[src/hw/debug_port_pkg.sv]
package debug_port_pkg;

  // ----------------------------------------------------------------------
  // Function select codes
  // ----------------------------------------------------------------------
  localparam int unsigned SEL_W = 4;
  typedef logic [SEL_W-1:0] sel_t;

  localparam sel_t SEL_STATE_CHANGE = 4'h0;
  localparam sel_t SEL_STATIC_SLOT  = 4'h1;
  localparam sel_t SEL_MINISLOT     = 4'h2;
  localparam sel_t SEL_RX_FILT_A    = 4'h3;
  localparam sel_t SEL_DYN_SLOT_A   = 4'h4;
  localparam sel_t SEL_FRAME_A      = 4'h5;
  localparam sel_t SEL_VALID_A      = 4'h6;
  localparam sel_t SEL_CYCLE        = 4'h7;
  localparam sel_t SEL_MACROTICK    = 4'h8;
  localparam sel_t SEL_OFFSET_CORR  = 4'h9;
  localparam sel_t SEL_RX_FILT_B    = 4'hA;
  localparam sel_t SEL_DYN_SLOT_B   = 4'hB;
  localparam sel_t SEL_FRAME_B      = 4'hC;
  localparam sel_t SEL_VALID_B      = 4'hD;
  localparam sel_t SEL_RESET        = SEL_STATE_CHANGE;

  // ----------------------------------------------------------------------
  // Timing
  // ----------------------------------------------------------------------
  localparam int unsigned CLK_PERIOD_NS  = 10;
  localparam int unsigned STRETCH_CYCLES = 3;
  localparam int unsigned SINGLE_CYCLES  = 1;
  localparam int unsigned VALID_DELAY_BITS = 11;
  localparam int unsigned CNT_W          = 2;
  typedef logic [CNT_W-1:0] cnt_t;
  localparam cnt_t CNT_ZERO    = 2'h0;
  localparam cnt_t CNT_ONE     = 2'h1;
  localparam cnt_t CNT_STRETCH = cnt_t'(STRETCH_CYCLES);
  localparam cnt_t CNT_SINGLE  = cnt_t'(SINGLE_CYCLES);
  localparam int unsigned BITCNT_W = 4;
  typedef logic [BITCNT_W-1:0] bitcnt_t;
  localparam bitcnt_t BITCNT_ZERO  = 4'h0;
  localparam bitcnt_t BITCNT_ONE   = 4'h1;
  localparam bitcnt_t BITCNT_VALID = bitcnt_t'(VALID_DELAY_BITS);

  // ----------------------------------------------------------------------
  // Event carriers
  // ----------------------------------------------------------------------
  typedef struct packed {
    logic dyn_slot;
    logic frame_start;
    logic frame_end_ok;
  } chan_evt_s;

  typedef struct packed {
    logic      state_change;
    logic      static_slot;
    logic      minislot;
    logic      macrotick;
    logic      cycle_start;
    logic      idle_start;
    logic      offset_corr;
    chan_evt_s chan_a;
    chan_evt_s chan_b;
  } proto_evt_s;

  typedef enum logic [2:0] {
    VF_IDLE  = 3'b001,
    VF_COUNT = 3'b010,
    VF_FIRE  = 3'b100
  } vf_state_e;

endpackage

[src/hw/pulse_stretch.sv]
`timescale 1ns/1ps
module pulse_stretch
  import debug_port_pkg::*;
(
  input  wire logic i_clk,
  input  wire logic i_sys_rst,
  input  wire logic i_ce,
  input  wire logic i_evt,
  input  wire cnt_t i_len,
  output logic      o_pulse
);

  cnt_t cnt_q;
  cnt_t cnt_d;

  always_comb begin
    cnt_d = cnt_q;
    if (i_evt) begin
      cnt_d = i_len;
    end else if (cnt_q != CNT_ZERO) begin
      cnt_d = cnt_q - CNT_ONE;
    end
  end

  always_ff @(posedge i_clk) begin
    if (i_sys_rst) begin
      cnt_q <= CNT_ZERO;
    end else if (i_ce) begin
      cnt_q <= cnt_d;
    end
  end

  assign o_pulse = (cnt_q != CNT_ZERO);

endmodule

[src/hw/valid_frame_delay.sv]
`timescale 1ns/1ps
module valid_frame_delay
  import debug_port_pkg::*;
(
  input  wire logic i_clk,
  input  wire logic i_sys_rst,
  input  wire logic i_ce,
  input  wire logic i_frame_end_ok,
  input  wire logic i_bit_tick,
  output logic      o_fire
);

  vf_state_e state_q;
  vf_state_e state_d;
  bitcnt_t   cnt_q;
  bitcnt_t   cnt_d;

  // Counts bus bit ticks after a good frame end
  always_comb begin
    state_d = state_q;
    cnt_d   = cnt_q;
    case (state_q)
      VF_IDLE: begin
        if (i_frame_end_ok) begin
          state_d = VF_COUNT;
          cnt_d   = BITCNT_ZERO;
        end
      end
      VF_COUNT: begin
        if (i_bit_tick) begin
          cnt_d = cnt_q + BITCNT_ONE;
          if (cnt_q + BITCNT_ONE == BITCNT_VALID) begin
            state_d = VF_FIRE;
          end
        end
      end
      VF_FIRE: begin
        state_d = i_frame_end_ok ? VF_COUNT : VF_IDLE;
        cnt_d   = BITCNT_ZERO;
      end
      default: begin
        state_d = VF_IDLE;
        cnt_d   = BITCNT_ZERO;
      end
    endcase
  end

  always_ff @(posedge i_clk) begin
    if (i_sys_rst) begin
      state_q <= VF_IDLE;
      cnt_q   <= BITCNT_ZERO;
    end else if (i_ce) begin
      state_q <= state_d;
      cnt_q   <= cnt_d;
    end
  end

  assign o_fire = (state_q == VF_FIRE);

endmodule

[src/hw/protocol_event_debug_port.sv]
`timescale 1ns/1ps
module protocol_event_debug_port
  import debug_port_pkg::*;
(
  input  wire logic       i_clk,
  input  wire logic       i_sys_rst,
  input  wire logic       i_ce,
  input  wire proto_evt_s i_evt,
  input  wire logic       i_bit_tick,
  input  wire logic       i_filtered_receive_chan_a,
  input  wire logic       i_filtered_receive_chan_b,
  input  wire sel_t       i_debug_output_select_one,
  input  wire sel_t       i_debug_output_select_two,
  input  wire logic       i_guardian_attached,
  input  wire logic       i_guardian_out_one,
  input  wire logic       i_guardian_out_two,
  output logic            o_debug_pin_one,
  output logic            o_debug_pin_two
);

  // ----------------------------------------------------------------------
  // Event edge detection
  // ----------------------------------------------------------------------
  logic rx_a_q;
  logic rx_b_q;
  logic rx_a_d;
  logic rx_b_d;
  logic rx_a_rise;
  logic rx_b_rise;

  always_comb begin
    rx_a_d = i_filtered_receive_chan_a;
    rx_b_d = i_filtered_receive_chan_b;
  end

  always_ff @(posedge i_clk) begin
    if (i_sys_rst) begin
      // Receive line idles high: no false edge after reset
      rx_a_q <= 1'b1;
      rx_b_q <= 1'b1;
    end else if (i_ce) begin
      rx_a_q <= rx_a_d;
      rx_b_q <= rx_b_d;
    end
  end

  assign rx_a_rise = rx_a_d & ~rx_a_q;
  assign rx_b_rise = rx_b_d & ~rx_b_q;

  // ----------------------------------------------------------------------
  // Valid frame delay, one per channel
  // ----------------------------------------------------------------------
  logic valid_a_fire;
  logic valid_b_fire;

  valid_frame_delay u_vf_a (
    .i_clk          (i_clk),
    .i_sys_rst      (i_sys_rst),
    .i_ce           (i_ce),
    .i_frame_end_ok (i_evt.chan_a.frame_end_ok),
    .i_bit_tick     (i_bit_tick),
    .o_fire         (valid_a_fire)
  );

  valid_frame_delay u_vf_b (
    .i_clk          (i_clk),
    .i_sys_rst      (i_sys_rst),
    .i_ce           (i_ce),
    .i_frame_end_ok (i_evt.chan_b.frame_end_ok),
    .i_bit_tick     (i_bit_tick),
    .o_fire         (valid_b_fire)
  );

  // ----------------------------------------------------------------------
  // Pulse stretchers
  // ----------------------------------------------------------------------
  localparam int unsigned N_PULSE = 12;
  localparam int unsigned P_STATE = 0;
  localparam int unsigned P_STATIC = 1;
  localparam int unsigned P_MINI = 2;
  localparam int unsigned P_RXA = 3;
  localparam int unsigned P_DYNA = 4;
  localparam int unsigned P_FRMA = 5;
  localparam int unsigned P_VALA = 6;
  localparam int unsigned P_MTICK = 7;
  localparam int unsigned P_RXB = 8;
  localparam int unsigned P_DYNB = 9;
  localparam int unsigned P_FRMB = 10;
  localparam int unsigned P_VALB = 11;

  logic [N_PULSE-1:0] trig;
  logic [N_PULSE-1:0] pulse;

  always_comb begin
    trig           = '0;
    trig[P_STATE]  = i_evt.state_change;
    trig[P_STATIC] = i_evt.static_slot;
    trig[P_MINI]   = i_evt.minislot;
    trig[P_RXA]    = rx_a_rise;
    trig[P_DYNA]   = i_evt.chan_a.dyn_slot;
    trig[P_FRMA]   = i_evt.chan_a.frame_start;
    trig[P_VALA]   = valid_a_fire;
    trig[P_MTICK]  = i_evt.macrotick;
    trig[P_RXB]    = rx_b_rise;
    trig[P_DYNB]   = i_evt.chan_b.dyn_slot;
    trig[P_FRMB]   = i_evt.chan_b.frame_start;
    trig[P_VALB]   = valid_b_fire;
  end

  // Shared protocol events
  pulse_stretch u_ps_state (
    .i_clk     (i_clk),
    .i_sys_rst (i_sys_rst),
    .i_ce      (i_ce),
    .i_evt     (trig[P_STATE]),
    .i_len     (CNT_STRETCH),
    .o_pulse   (pulse[P_STATE])
  );

  pulse_stretch u_ps_static (
    .i_clk     (i_clk),
    .i_sys_rst (i_sys_rst),
    .i_ce      (i_ce),
    .i_evt     (trig[P_STATIC]),
    .i_len     (CNT_SINGLE),
    .o_pulse   (pulse[P_STATIC])
  );

  pulse_stretch u_ps_mini (
    .i_clk     (i_clk),
    .i_sys_rst (i_sys_rst),
    .i_ce      (i_ce),
    .i_evt     (trig[P_MINI]),
    .i_len     (CNT_STRETCH),
    .o_pulse   (pulse[P_MINI])
  );

  pulse_stretch u_ps_mtick (
    .i_clk     (i_clk),
    .i_sys_rst (i_sys_rst),
    .i_ce      (i_ce),
    .i_evt     (trig[P_MTICK]),
    .i_len     (CNT_STRETCH),
    .o_pulse   (pulse[P_MTICK])
  );

  // Channel A events
  pulse_stretch u_ps_rx_a (
    .i_clk     (i_clk),
    .i_sys_rst (i_sys_rst),
    .i_ce      (i_ce),
    .i_evt     (trig[P_RXA]),
    .i_len     (CNT_STRETCH),
    .o_pulse   (pulse[P_RXA])
  );

  pulse_stretch u_ps_dyn_a (
    .i_clk     (i_clk),
    .i_sys_rst (i_sys_rst),
    .i_ce      (i_ce),
    .i_evt     (trig[P_DYNA]),
    .i_len     (CNT_STRETCH),
    .o_pulse   (pulse[P_DYNA])
  );

  pulse_stretch u_ps_frame_a (
    .i_clk     (i_clk),
    .i_sys_rst (i_sys_rst),
    .i_ce      (i_ce),
    .i_evt     (trig[P_FRMA]),
    .i_len     (CNT_STRETCH),
    .o_pulse   (pulse[P_FRMA])
  );

  pulse_stretch u_ps_valid_a (
    .i_clk     (i_clk),
    .i_sys_rst (i_sys_rst),
    .i_ce      (i_ce),
    .i_evt     (trig[P_VALA]),
    .i_len     (CNT_STRETCH),
    .o_pulse   (pulse[P_VALA])
  );

  // Channel B events
  pulse_stretch u_ps_rx_b (
    .i_clk     (i_clk),
    .i_sys_rst (i_sys_rst),
    .i_ce      (i_ce),
    .i_evt     (trig[P_RXB]),
    .i_len     (CNT_STRETCH),
    .o_pulse   (pulse[P_RXB])
  );

  pulse_stretch u_ps_dyn_b (
    .i_clk     (i_clk),
    .i_sys_rst (i_sys_rst),
    .i_ce      (i_ce),
    .i_evt     (trig[P_DYNB]),
    .i_len     (CNT_STRETCH),
    .o_pulse   (pulse[P_DYNB])
  );

  pulse_stretch u_ps_frame_b (
    .i_clk     (i_clk),
    .i_sys_rst (i_sys_rst),
    .i_ce      (i_ce),
    .i_evt     (trig[P_FRMB]),
    .i_len     (CNT_STRETCH),
    .o_pulse   (pulse[P_FRMB])
  );

  pulse_stretch u_ps_valid_b (
    .i_clk     (i_clk),
    .i_sys_rst (i_sys_rst),
    .i_ce      (i_ce),
    .i_evt     (trig[P_VALB]),
    .i_len     (CNT_STRETCH),
    .o_pulse   (pulse[P_VALB])
  );

  // ----------------------------------------------------------------------
  // Cycle level and offset correction strobe
  // ----------------------------------------------------------------------
  logic cycle_q;
  logic cycle_d;
  logic soc_q;
  logic soc_d;

  always_comb begin
    cycle_d = cycle_q;
    if (i_evt.cycle_start) begin
      cycle_d = 1'b1;
    end else if (i_evt.idle_start) begin
      cycle_d = 1'b0;
    end
    soc_d = i_evt.offset_corr & ~cycle_d;
  end

  always_ff @(posedge i_clk) begin
    if (i_sys_rst) begin
      cycle_q <= 1'b0;
      soc_q   <= 1'b0;
    end else if (i_ce) begin
      cycle_q <= cycle_d;
      soc_q   <= soc_d;
    end
  end

  // ----------------------------------------------------------------------
  // Output selection
  // ----------------------------------------------------------------------
  function automatic logic pick(input sel_t sel,
                                input logic [N_PULSE-1:0] p,
                                input logic cyc,
                                input logic soc);
    logic r;
    r = 1'b0;
    case (sel)
      SEL_STATE_CHANGE: r = p[P_STATE];
      SEL_STATIC_SLOT:  r = p[P_STATIC];
      SEL_MINISLOT:     r = p[P_MINI];
      SEL_RX_FILT_A:    r = p[P_RXA];
      SEL_DYN_SLOT_A:   r = p[P_DYNA];
      SEL_FRAME_A:      r = p[P_FRMA];
      SEL_VALID_A:      r = p[P_VALA];
      SEL_CYCLE:        r = cyc;
      SEL_MACROTICK:    r = p[P_MTICK];
      SEL_OFFSET_CORR:  r = soc;
      SEL_RX_FILT_B:    r = p[P_RXB];
      SEL_DYN_SLOT_B:   r = p[P_DYNB];
      SEL_FRAME_B:      r = p[P_FRMB];
      SEL_VALID_B:      r = p[P_VALB];
      default:          r = 1'b0;
    endcase
    return r;
  endfunction

  // ----------------------------------------------------------------------
  // Debug pin one
  // ----------------------------------------------------------------------
  logic pin_one_q;
  logic pin_one_d;

  always_comb begin
    pin_one_d = pick(i_debug_output_select_one, pulse, cycle_q, soc_q);
    // Guardian outputs own the pin when attached
    if (i_guardian_attached) begin
      pin_one_d = i_guardian_out_one;
    end
  end

  always_ff @(posedge i_clk) begin
    if (i_sys_rst) begin
      pin_one_q <= 1'b0;
    end else if (i_ce) begin
      pin_one_q <= pin_one_d;
    end
  end

  assign o_debug_pin_one = pin_one_q;

  // ----------------------------------------------------------------------
  // Debug pin two
  // ----------------------------------------------------------------------
  logic pin_two_q;
  logic pin_two_d;

  always_comb begin
    pin_two_d = pick(i_debug_output_select_two, pulse, cycle_q, soc_q);
    // Guardian outputs own the pin when attached
    if (i_guardian_attached) begin
      pin_two_d = i_guardian_out_two;
    end
  end

  always_ff @(posedge i_clk) begin
    if (i_sys_rst) begin
      pin_two_q <= 1'b0;
    end else if (i_ce) begin
      pin_two_q <= pin_two_d;
    end
  end

  assign o_debug_pin_two = pin_two_q;

endmodule

[config.mk]
export PLATFORM = sky130hd
export DESIGN_NAME = protocol_event_debug_port
export DESIGN_NICKNAME = d
export VERILOG_FILES = /design/src/hw/debug_port_pkg.sv /design/src/hw/pulse_stretch.sv /design/src/hw/valid_frame_delay.sv /design/src/hw/protocol_event_debug_port.sv
export SDC_FILE = /design/constraint.sdc
export NUM_CORES = 1
export LEC_CHECK = 0
export ABC_CLOCK_PERIOD_IN_PS = 2070
export BUFFER_PORTS_ARGS = -buffer_cell sky130_fd_sc_hd__buf_2
export CAP_MARGIN = 20
export CORE_MARGIN = 2
export CORE_UTILIZATION = 35
export DETAILED_ROUTE_END_ITERATION = 8
export PLACE_DENSITY = 0.54
export SLEW_MARGIN = 20
export SYNTH_ARGS = -nofsm -noshare
export SYNTH_HDL_FRONTEND = slang
export SYNTH_SLANG_ARGS = --single-unit
[constraint.sdc]
create_clock -name i_clk -period 2.07 [get_ports i_clk]
set_input_delay 0.1035 -clock i_clk [delete_from_list [all_inputs] [get_ports i_clk]]
set_output_delay 0.1035 -clock i_clk [all_outputs]
set_load 0.005 [all_outputs]
==> summary.md, run 1 <==
The initial utilization of the core area, before any placement, comes to 36.0%. In the routed layout, each cell is associated on average with a via count of 5.10. The largest individual stage delay along the critical path comes from the cell or3b_2. The mapped netlist covers 2600 sq um. The run gives 433 as the cell total after placement.

Y dimension of the die: 90.1 um. The flow ran to the end, and the final reports show no timing, DRC or antenna violations. Hold buffer count at cts: 0.

Setup repair after global routing left no endpoint under its margin. Minimum clock period after layout: 1.62 ns. Synthesis inferred 44 register bits. TritonCTS built the clock tree. Headroom to the max-slew limit came out at 69.4%. The largest net degree at the start of global routing came out at 44. The clock arrives with 0.00703 ns of skew. Ranked by total cell area, the synthesized netlist is headed by dfxtp_1 34%, ha_1 7.7%, a211oi_1 6.4%. The number of inserted filler cells in the final layout was 762; the worst path required time was 2.26 ns.

In this run, the number of DRC markers left after iteration 0 of detailed routing was 82. The synthesis-to-layout area growth came out at 13.6%. The number of global-route vias before repair was 2,045; the area share of the largest cell type after synthesis was 33.9%. After synthesis, the most frequently instantiated cells are 44 x dfxtp_1, 37 x inv_1, 36 x nor2_1, 26 x a21oi_1, 22 x a211oi_1. The largest stage delay on the critical path was 0.49 ns. STA puts the critical path data arrival time at 1.81 ns. The pre-antenna-repair detailed-routing pass consisted of 4 iterations. The final layout contains routed wiring with a total length of 5.57 mm. The final weighted congestion in routability-driven placement was 0.800.

The peak ir drop on the vdd network is 386 uV. The run gives 0 as the number of max-slew violations in the final report. For this design the top-level I/O count stands at 32.

The clock passes through at most 2 buffers. The number of nets in the finished design was 387; the power density over cell area was 692 nW/um^2. The share of power burned in registers came out at 46.3%. The count of flip-flops with a built-in enable after synthesis is 0, and the per-instance average area after synthesis is 8.25 sq um. The tools report the number of hold-slack violations in the final timing report as 0.

The Yosys step of the flow raised 0 warnings. Once the clock tree was built, the setup fixing pass inserted 0 buffers. Of the total power, combinational logic draws 18.6%. Traced cell by cell, the critical path runs through or3b_2 -> a21oi_2 -> nor2_1 -> mux2_1.

The tools report the launch point of the worst hold path as i_filtered_receive_chan_a. For this run, the leading register cell type out of synthesis is dfxtp_1. The transition at the pin with the smallest max-transition slack was 0.460 ns; the via count was 2,248.

In the routed design, unresolved DRC markers number 0. The fraction of final layout cells sized beyond drive strength 1 came out at 17.5%. Setup violations remaining at the end of the flow were counted as 0. The switching power summed over all nets is 534 uW, and the proportion of total power due to net switching is 26.1%.

For the TritonCTS sink count, the log shows 44. The H-tree generated during clock tree synthesis spans 2 levels. Class of the worst hold path: input port to flip-flop.

The HPWL after detailed placement is 4.14 mm. The number of inserted diodes came out at 0. The initial antenna violation count came out at 0. The tools report the worst flop-to-flop path startpoint as u_vf_a.state_q[1]. The detail route stage leaves a number of antenna-violating nets equal to 0.

Post-synthesis cell type with the largest combined area: dfxtp_1. Kind of critical path: flip-flop to flip-flop. The logs give 361 for the number of nets in the synthesized netlist and 31 for the floorplan row count. The first global-routing pass estimated 9.49 mm of wire. After clock tree synthesis, the clock-pin slew on the worst setup and hold paths is 0.09 ns.

Of all nets on the critical path, the largest fanout is 8. STA classifies the critical path startpoint as a flip-flop. The most critical setup path has its startpoint at u_vf_a.state_q[1]. Dividing the final minimum period by the clock period gives 78.2%. The total internal power was 1510 uW.

The tools report the kind of capture point of the worst setup path as a flip-flop. Synthesis produced a netlist whose cell count is 315. Global routing finished with a remaining overflow of 0. The number of gates resized after CTS was 0. The total die area came out at 8130 sq um. In the final routed layout, each cell accounts on average for 12.6 um. In the synthesized netlist the async set-or-reset flop fraction comes to 0%. The cell sitting at the root of the clock tree is a clkbuf_8.

Most frequently used cell type in the post-synthesis netlist: dfxtp_1. The count of port buffers added during placement is 31, and the leakage power of the design is 0.00115 uW. The filler-free cell count of the finished design was 441; the chip width was 90.1 um.

The core area came out at 7210 sq um. The number of unique standard cell types used by synthesis was 51. Max-cap violations in this run came to 0. The clock network is responsible for 35.0% of the overall power.

Summed over all failing endpoints, the final setup total negative slack is 0 ns. Global routing used 14.0% of the available tracks. Summing the sequential cell areas from Yosys gives 33.9% of the chip area. TritonCTS created 5 clock buffers. For the worst-skew pair, the clock arrives at the later sink with an insertion delay of 0.29 ns.

Static timing analysis puts the maximum clock frequency at 618 MHz.
==> cells in the final DEF, fill, tap and decap left out, types with 5 or more instances in the layout <==
| master | instances |
|---|---|
| ha_1 | 16 |
| clkbuf_8 | 7 |
| nor3_1 | 19 |
| inv_1 | 37 |
| nand2_1 | 16 |
| nor2_1 | 36 |
| o21ai_0 | 8 |
| nor3b_1 | 5 |
| a211oi_1 | 22 |
| mux4_2 | 5 |
| buf_2 | 31 |
| nand2b_1 | 5 |
| dfxtp_1 | 44 |
| mux2i_1 | 5 |
| a21oi_1 | 26 |
==> path summary, 6_finish.rpt <==
| kind | to | slack (ns) | depth (start not counted) |
|---|---|---|---|
| min | rx_a_q | 0.04 | 3 |
| max reg2reg | u_vf_a.cnt_q[1] | 0.45 | 4 |
| max | u_vf_a.cnt_q[1] | 0.45 | 4 |
| min reg2reg | u_ps_dyn_a.cnt_q[0] | 0.47 | 1 |
==> flip-flops by register name, summed over array words and instances (netlist names), 3 cells and up <==
register / cells
u_vf_a.state_q: 3
u_vf_b.state_q: 3
u_vf_a.cnt_q: 4
u_vf_b.cnt_q: 4
==> metrics by stage <==
step           utilization, %  total power, uW  setup slack [ns]  hold slack [ns]  instance area (sq um)
2_1_floorplan               -             1250             0.549            0.232                   2600
3_3_place_gp             39.1             1340             0.499            0.336                   2820
3_5_place_dp             39.1             1350             0.469            0.344                   2820
4_1_cts                  40.9             2080             0.451           0.0332                   2950
5_1_grt                  40.9             2160             0.345           0.0659                   2950
6_report                 40.9             2040             0.452           0.0410                   2950
==> cell families (layout without fill, tap and decap cells) <==
logic type               count (synthesis)  in the layout  share of synthesized area [%]
buffers and inverters                   54             81                           8.62
flip-flops                              44             44                           33.9
XOR/XNOR                                 1              1                          0.337
AO/OA/AOI/OAI                           77             77                           19.7
AND/OR/NAND/NOR                        111            111                           22.6
adder cells (fa/ha/maj)                 16             16                           7.71
multiplexers                            12             12                           7.13
==> critical path, delay by kind of cell, from the launching register on <==
family | cells | cell delay (ns)
compound gates | 1 | 0.19
flops | 1 | 0.43
simple gates | 2 | 0.57
mux | 1 | 0.31
==> layer usage <==
metal | share of wire [%] | wire length [um] | track usage, % | vias up
li1 | - | - | - | 1170
met3 | 4.2 | 233 | 3.02 | 2
met2 | 45 | 2530 | 22.9 | 39
met5 | 0 | 0 | 0 | -
met4 | 0.31 | 17 | 2.69 | 0
met1 | 50 | 2790 | 19.3 | 1037
==> final cells by class <==
type	instances	area (sq um)	area share (%)
Tap cell	99	124	4.20
Timing Repair Buffer	34	178	6.02
Clock inverter	1	30.0	1.02
Inverter	39	149	5.05
Clock buffer	7	96.3	3.27
Multi-Input combinational cell	217	1490	50.6
Sequential cell	44	881	29.9
==> power groups by stage <==
stage	Sequential, uW	Combinational (uW)	Clock [uW]
after floorplan	955	292	0
after global placement	964	377	0
after detailed placement	966	384	0
after CTS	946	386	747
after global routing	956	437	767
final	946	380	716
(Power assumes the default switching activity.)
==> inputs of run 2 (changes only) <==
- ABC_CLOCK_PERIOD_IN_PS: 2070 -> 1320
- PLACE_DENSITY: 0.54 -> 0.56
- clock period: 2.07 -> 1.32 ns (I/O delays scaled with it)
==> summary.md, run 2 (synthesis gave the netlist of run 1 again) <==
The minimum clock period after layout works out to 1.44 ns. The endpoint identified for the worst register-to-register timing path is o_debug_pin_two. VDD sags by at most 498 uV.

STA puts the critical path data required time at 1.56 ns. The tools report the met1 track demand over resource as 20.1%. The tools report the highest clock frequency the design can meet as 692 MHz.

The clock network accounts for 27.2% of the total power. Grouping stages by cell kind, the critical path spends the most delay in multiplexers. The run gives 0 as the number of max-slew violations in the final report.

Commonest non-fill, non-tap cell in the layout: buf_4. Leaving out fill and tap cells, the most frequent cells in the layout are 48 x buf_4, 32 x nor2_1, 31 x buf_2, 26 x dfxtp_2, 20 x inv_2. Cell internal power was estimated by the tool at 2440 uW.

The number of buffer and inverter stages on the critical path was 1; the largest net degree at the start of global routing was 19. Per report_power, the combinational group accounts for 29.3% of the total. Data arrives at the worst endpoint at 1.69 ns. In the final timing run, aggregate negative setup slack is -0.528 ns. At the end of routability-driven placement, the weighted congestion stood at 0.795. After detailed routing, the number of vias per cell comes to 5.25.

TritonCTS built the clock tree. Setup repair after global routing could not meet its margin everywhere. The worst slew margin relative to its limit was 72.5%.

Master of the slowest instance on the critical path: mux4_2. For the worst-skew pair, the clock arrives at the later sink with an insertion delay of 0.30 ns. For the pin with the worst max-slew slack, the measured transition is 0.402 ns. The I/O pin count is 32, and the y dimension of the die is 90.1 um. In this design, the stage delay of the slowest critical-path cell is 0.45 ns. The tools report the startpoint class of the critical path as a flip-flop.

The endpoint of the worst hold path is rx_a_q. Walking the worst path, the cells encountered are inv_2 -> ha_4 -> mux4_2 -> mux2_4 -> a21oi_2. For this configuration, the core starts out at a cell density of 36.0%. The net count of the finished layout is 438. The first-pass GRT wire length is 11.1 mm, and the share of the clock period used by the worst path after layout is 109%. The largest registers in the layout are u_vf_a.cnt_q: 4 flops, u_vf_b.cnt_q: 4 flops. In the global route stage, met3 resource usage came out at 3.52%.

The run gives 43.5% as the share of power burned in registers. The wire length per cell after detailed routing works out to 14.2 um. For the leakage power of the design, the log shows 0.00147 uW. The tools report the library cell used as clock root buffer as clkbuf_8. The die is 90.1 um wide. The logs give 0 for the initial antenna violation count and 2,458 for the number of global-route vias before repair.

Setup violations remaining at the end of the flow were counted as 10. For met2 alone, demand over resource in global routing was 29.6%. The via count was 2,578; the count of port buffers added during placement was 31. The total power consumption of the routed design was 3450 uW; the clock edge transition at the registers on the reported setup and hold paths was 0.09 ns. The number of hold-slack violations in the final timing report is 0, and the power density over cell area is 912 nW/um^2.

After detailed routing, the number of remaining DRC violations is 0. The total overflow left after global routing is 0. The class of the worst hold path is input port to flip-flop.

The area used by multi-input combinational logic is 1900 sq um. The logs give 932 sq um for the sequential cell area and 0 for the count of max-cap constraint violations. The run gives 63 as the first-iteration detailed-routing DRC count.

The filler-free cell count of the finished design is 491. The repair_antennas step left the layout with diodes totalling 0. For the worst flop-to-flop path, the logic depth is 5. The total die area was 8130 sq um; the proportion of total power due to net switching was 29.3%.

The number of H-tree branching levels is 2, and the number of inserted filler cells in the final layout is 689. Highest net fanout along the worst path: 3. The half-perimeter wire length of the detailed placement result was 4.85 mm; the total clock buffers created by CTS was 5. The synthesis-to-layout area growth was 45.6%.

By startpoint and endpoint, the worst setup path is classified as flip-flop to flip-flop. On the final layout, the worst clock skew is 0.00860 ns. The tools report the worst flop-to-flop path startpoint as u_ps_static.cnt_q[0]. The flow ran to the end, but the final reports show violations. Final hold analysis gives a worst-case slack of 0.0143 ns. The number of instances on the worst hold path is 3. In this run the number of cells on the critical path is 5. The launch point of the worst hold path was i_filtered_receive_chan_a. The detail route stage leaves a number of antenna-violating nets equal to 0. STA classifies the critical path endpoint as a flip-flop. Cell total after placement: 477. Cells with a size suffix above 1 make up 53.8% of the layout. The checks that failed: setup timing.

In this run the power spent charging and discharging nets is 1010 uW. The longest clock path from root to sink contains 2 buffers. The total detailed-routing wirelength was 6.96 mm; the first-pass detailed-route iteration total was 4. Counting every sink on the clock net gives 44.

The run gives 16.6% as the overall routing resource usage. In this run the register-to-register setup slack is -0.12 ns. The initialized floorplan defines 31 standard-cell rows. The layer flagged by global routing as most heavily used is met2. The final standard cell utilization of the core was 52.4%. The core area was 7210 sq um; the final worst-path setup slack was -0.125 ns.
-- run 2: changes by cell type in the layout (fill, tap and decap cells not counted), sizes merged --
| cell | delta |
|---|---|
| buf | +50 |
| bufinv | -1 |
| dlygate4sd3 | +1 |
-- run 2: per-layer routing --
layer / up-vias / part of all wire, %
met5: - / 0
met4: 0 / 0.73
met3: 8 / 3.2
met2: 44 / 50
met1: 1258 / 46
li1: 1268 / -
-- run 2: cell type report --
cell class	count	share of cell area (%)
Clock buffer	7	2.55
Timing Repair Buffer	85	15.4
Multi-Input combinational cell	217	50.2
Inverter	39	3.94
Tap cell	99	3.28
Sequential cell	44	24.7
-- run 2: power groups by stage --
stage                     Combinational, uW  Sequential [uW]  Clock (uW)
after floorplan                         470             1500           0
after global placement                  777             1510           0
after detailed placement                796             1510           0
after CTS                               898             1490         974
after global routing                   1110             1510        1020
final                                  1010             1500         937
-- run 2: what timing repair did --
action                                 4_1_cts  5_1_grt
endpoints found under the hold margin        1        0
pin swaps                                   13       34
setup endpoints to repair                   17       26
hold buffers                                 1        0
resized for setup                           53       69
buffers inserted                             4        3
-- run 2: worst register-to-register path, cell delays in order (launching register included) --
cell	delay, ns
dfxtp_2	0.35
inv_2	0.04
ha_4	0.16
mux4_2	0.45
mux2_4	0.29
a21oi_2	0.10
-- run 2: how the worst max path moves through the flow --
stage	startpoint	to	slack, ns
2_1_floorplan	u_vf_b.state_q[0]	u_vf_b.cnt_q[1]	-0.20
3_3_place_gp	u_ps_mini.cnt_q[0]	o_debug_pin_two	-0.11
3_5_place_dp	u_ps_rx_b.cnt_q[1]	o_debug_pin_two	-0.14
4_1_cts	u_ps_state.cnt_q[0]	o_debug_pin_two	-0.14
5_1_grt	u_ps_dyn_b.cnt_q[0]	o_debug_pin_two	-0.15
6_report	u_ps_static.cnt_q[0]	o_debug_pin_two	-0.12
-- run 2: per-stage QoR --
stage,worst slack (ns),area [sq um]
finish,-0.125,3780
global route,-0.149,3780
detailed placement,-0.136,3200
global placement,-0.113,3200
CTS,-0.136,3500
floorplan,-0.200,2650
==> inputs of run 3 (changes only) <==
- SETUP_SLACK_MARGIN: not set -> 0.15
==> summary.md, run 3 (synthesis gave the netlist of run 1 again) <==
The core region is 7210 sq um. For this run, the number of standard cells in the final layout without fillers is 494. The tree is rooted in a clkbuf_8.

The first detailed-routing pass took 4 iterations. The ratio of routed vias to standard cells works out to 5.18. The worst pin sits at a relative slew slack of 70.6%. The logs give -0.133 ns for the final worst-path setup slack and 3210 sq um for the post-placement cell area. At the end of the flow, the number of nets in the layout was 440. The power density over cell area is 877 nW/um^2.

From left edge to right edge, the die measures 90.1 um. The I/O pin count was 32; the first-pass GRT wire length was 11.0 mm. For this design the static power due to leakage is 0.00152 uW. The routed design could run at a clock period as short as 1.45 ns.

The detail route stage leaves a number of antenna-violating nets equal to 0. In this run, placement finished with an instance count of 473. In the final layout, the registers with the most flip-flops are u_vf_a.cnt_q: 4 flops, u_vf_b.cnt_q: 4 flops. TritonCTS created 5 clock buffers. The y dimension of the die was 90.1 um. The tree built by TritonCTS fans out to 44 sinks. Timing analysis after detailed placement gives a worst setup slack of -0.159 ns. For the setup slack on the worst flop-to-flop path, the log shows -0.13 ns. In this run, the number of DRC markers left after iteration 0 of detailed routing was 101. TritonCTS built the clock tree. The peak ir drop on the vdd network came out at 561 uV. The checks that failed: setup timing.

The total overflow reported by the global router came out at 0. Startpoint class of the critical path: a flip-flop. The tools report the maximum buffer depth of the clock tree as 2. The final standard cell utilization of the core is 55.9%, and the largest net degree at the start of global routing is 24. The number of global-route vias before repair came out at 2,464.

The H-tree was split into 2 levels. The run gives 0 as the number of hold-slack violations in the final timing report. After detailed routing, the number of remaining DRC violations is 0. The routed layout has 2,557 vias.

On the critical path, the stage with the largest delay is an instance of mux4_2. At the end of routability-driven placement, the weighted congestion stood at 0.840. Worst path required time: 1.55 ns. In the finished design, the share of the clock period the worst path needs comes to 110%.

For the half-perimeter wire length of the detailed placement result, the log shows 4.61 mm. In the final routed layout, each cell accounts on average for 14.4 um. Leaving out fill and tap cells, the most frequent cell in the layout is buf_4. The final layout contains routed wiring with a total length of 7.12 mm. The tools report the initial antenna violation count as 0. The largest single stage delay on the critical path is 0.44 ns.

The run finished, with violations left. In the global route stage, overall resource usage came out at 16.4%. Across the run, the number of max-cap violations was 0. For the number of max-slew violations in the final report, the log shows 0. The later pin in the worst-skew pair is clocked with a latency of 0.29 ns. Setup repair after global routing could not meet its margin everywhere.

The launch point of the worst hold path is i_filtered_receive_chan_a. Of all nets on the critical path, the largest fanout is 3. Between clock sinks in the finished design, the worst skew comes to 0.00531 ns. The transition at the pin with the smallest max-transition slack was 0.441 ns. Clock-pin slew was measured on the worst setup and hold paths at 0.08 ns.

Highest clock frequency the design can meet: 688 MHz. The floorplan step defined a die boundary enclosing 8130 sq um. The count of port buffers added during placement is 31. The area growth from synthesis to layout is 55.3%. The arrival time at the worst endpoint was 1.68 ns; the fraction of final layout cells sized beyond drive strength 1 was 62.2%. In the layout the commonest cells are 38 x buf_4, 31 x buf_2, 29 x dfxtp_2, 28 x nor2_1, 22 x inv_2. Traced cell by cell, the critical path runs through inv_2 -> ha_4 -> mux4_2 -> mux2_4 -> a21oi_2. By startpoint and endpoint, the worst setup path is classified as flip-flop to flip-flop. Start point of the critical path: u_ps_static.cnt_q[0]. The kind of capture point of the worst setup path was a flip-flop. The final setup violation count is 11, and the floorplan row count is 31. Once the floorplan was initialized, standard cells occupied 36.0% of the core.

The worst flop-to-flop path startpoint was u_ps_static.cnt_q[0]. The finished cells cover 4030 sq um. The class of the worst hold path was input port to flip-flop.
[run 3: cell count changes in the layout (fill, tap and decap cells not counted), sizes merged]
cell | previous run | this run
clkinv | 1 | 2
clkbuf | 7 | 6
buf | 84 | 86
diode | 0 | 1
[run 3: timing repair]
| action | CTS | global route |
|---|---|---|
| gates resized for setup | 70 | 94 |
| gates cloned | 0 | 0 |
| pin swaps | 32 | 45 |
| hold buffers | 1 | 0 |
| buffers inserted | 5 | 7 |
| hold endpoints to repair | 1 | 0 |
| endpoints found under the setup margin | 37 | 39 |
[run 3: metal layers]
| metal | wire length [um] | vias to the layer above | GRT usage, % |
|---|---|---|---|
| li1 | - | 1281 | - |
| met1 | 3200 | 1220 | 21.0 |
| met2 | 3520 | 49 | 27.7 |
| met3 | 310 | 7 | 3.77 |
| met4 | 86 | 0 | 4.74 |
| met5 | 0 | - | 0 |
[run 3: worst paths after layout]
| kind | cells after the start | end |
|---|---|---|
| hold / removal | 3 | rx_a_q |
| hold reg to reg | 2 | rx_b_q |
| setup reg to reg | 5 | o_debug_pin_two |
| setup / recovery | 5 | o_debug_pin_two |
[run 3: critical path: cells and delay by family, from the launching register on]
| family | cells | cell delay (ns) |
|---|---|---|
| mux | 2 | 0.72 |
| flops | 1 | 0.34 |
| fa+ha+maj | 1 | 0.16 |
| compound gates | 1 | 0.11 |
| buf+inv | 1 | 0.04 |
[run 3: layout make-up]
| cell class | count | area [sq um] |
|---|---|---|
| Tap cell | 99 | 124 |
| Clock inverter | 1 | 5.00 |
| Inverter | 39 | 149 |
| Multi-Input combinational cell | 217 | 2100 |
| Fill cell | 677 | 3180 |
| Antenna cell | 1 | 2.50 |
| Sequential cell | 44 | 932 |
| Timing Repair Buffer | 87 | 651 |
| Clock buffer | 6 | 72.6 |
[run 3: metrics by stage]
stage	TNS [ns]	total power (uW)	hold slack (ns)
final	-0.645	3530	0.00540
after global routing	-1.41	3730	0.0343
after detailed placement	-0.896	2310	0.306
after global placement	-0.695	2290	0.303
after CTS	-0.539	3270	0.00579
after floorplan	-0.388	1980	0.194
[run 3: report_power, final]
| part | internal (uW) | switching [uW] | leakage (uW) |
|---|---|---|---|
| Clock | 361 | 456 | 0.0000410 |
| Combinational | 649 | 568 | 0.00111 |
| Sequential | 1430 | 70.7 | 0.000373 |
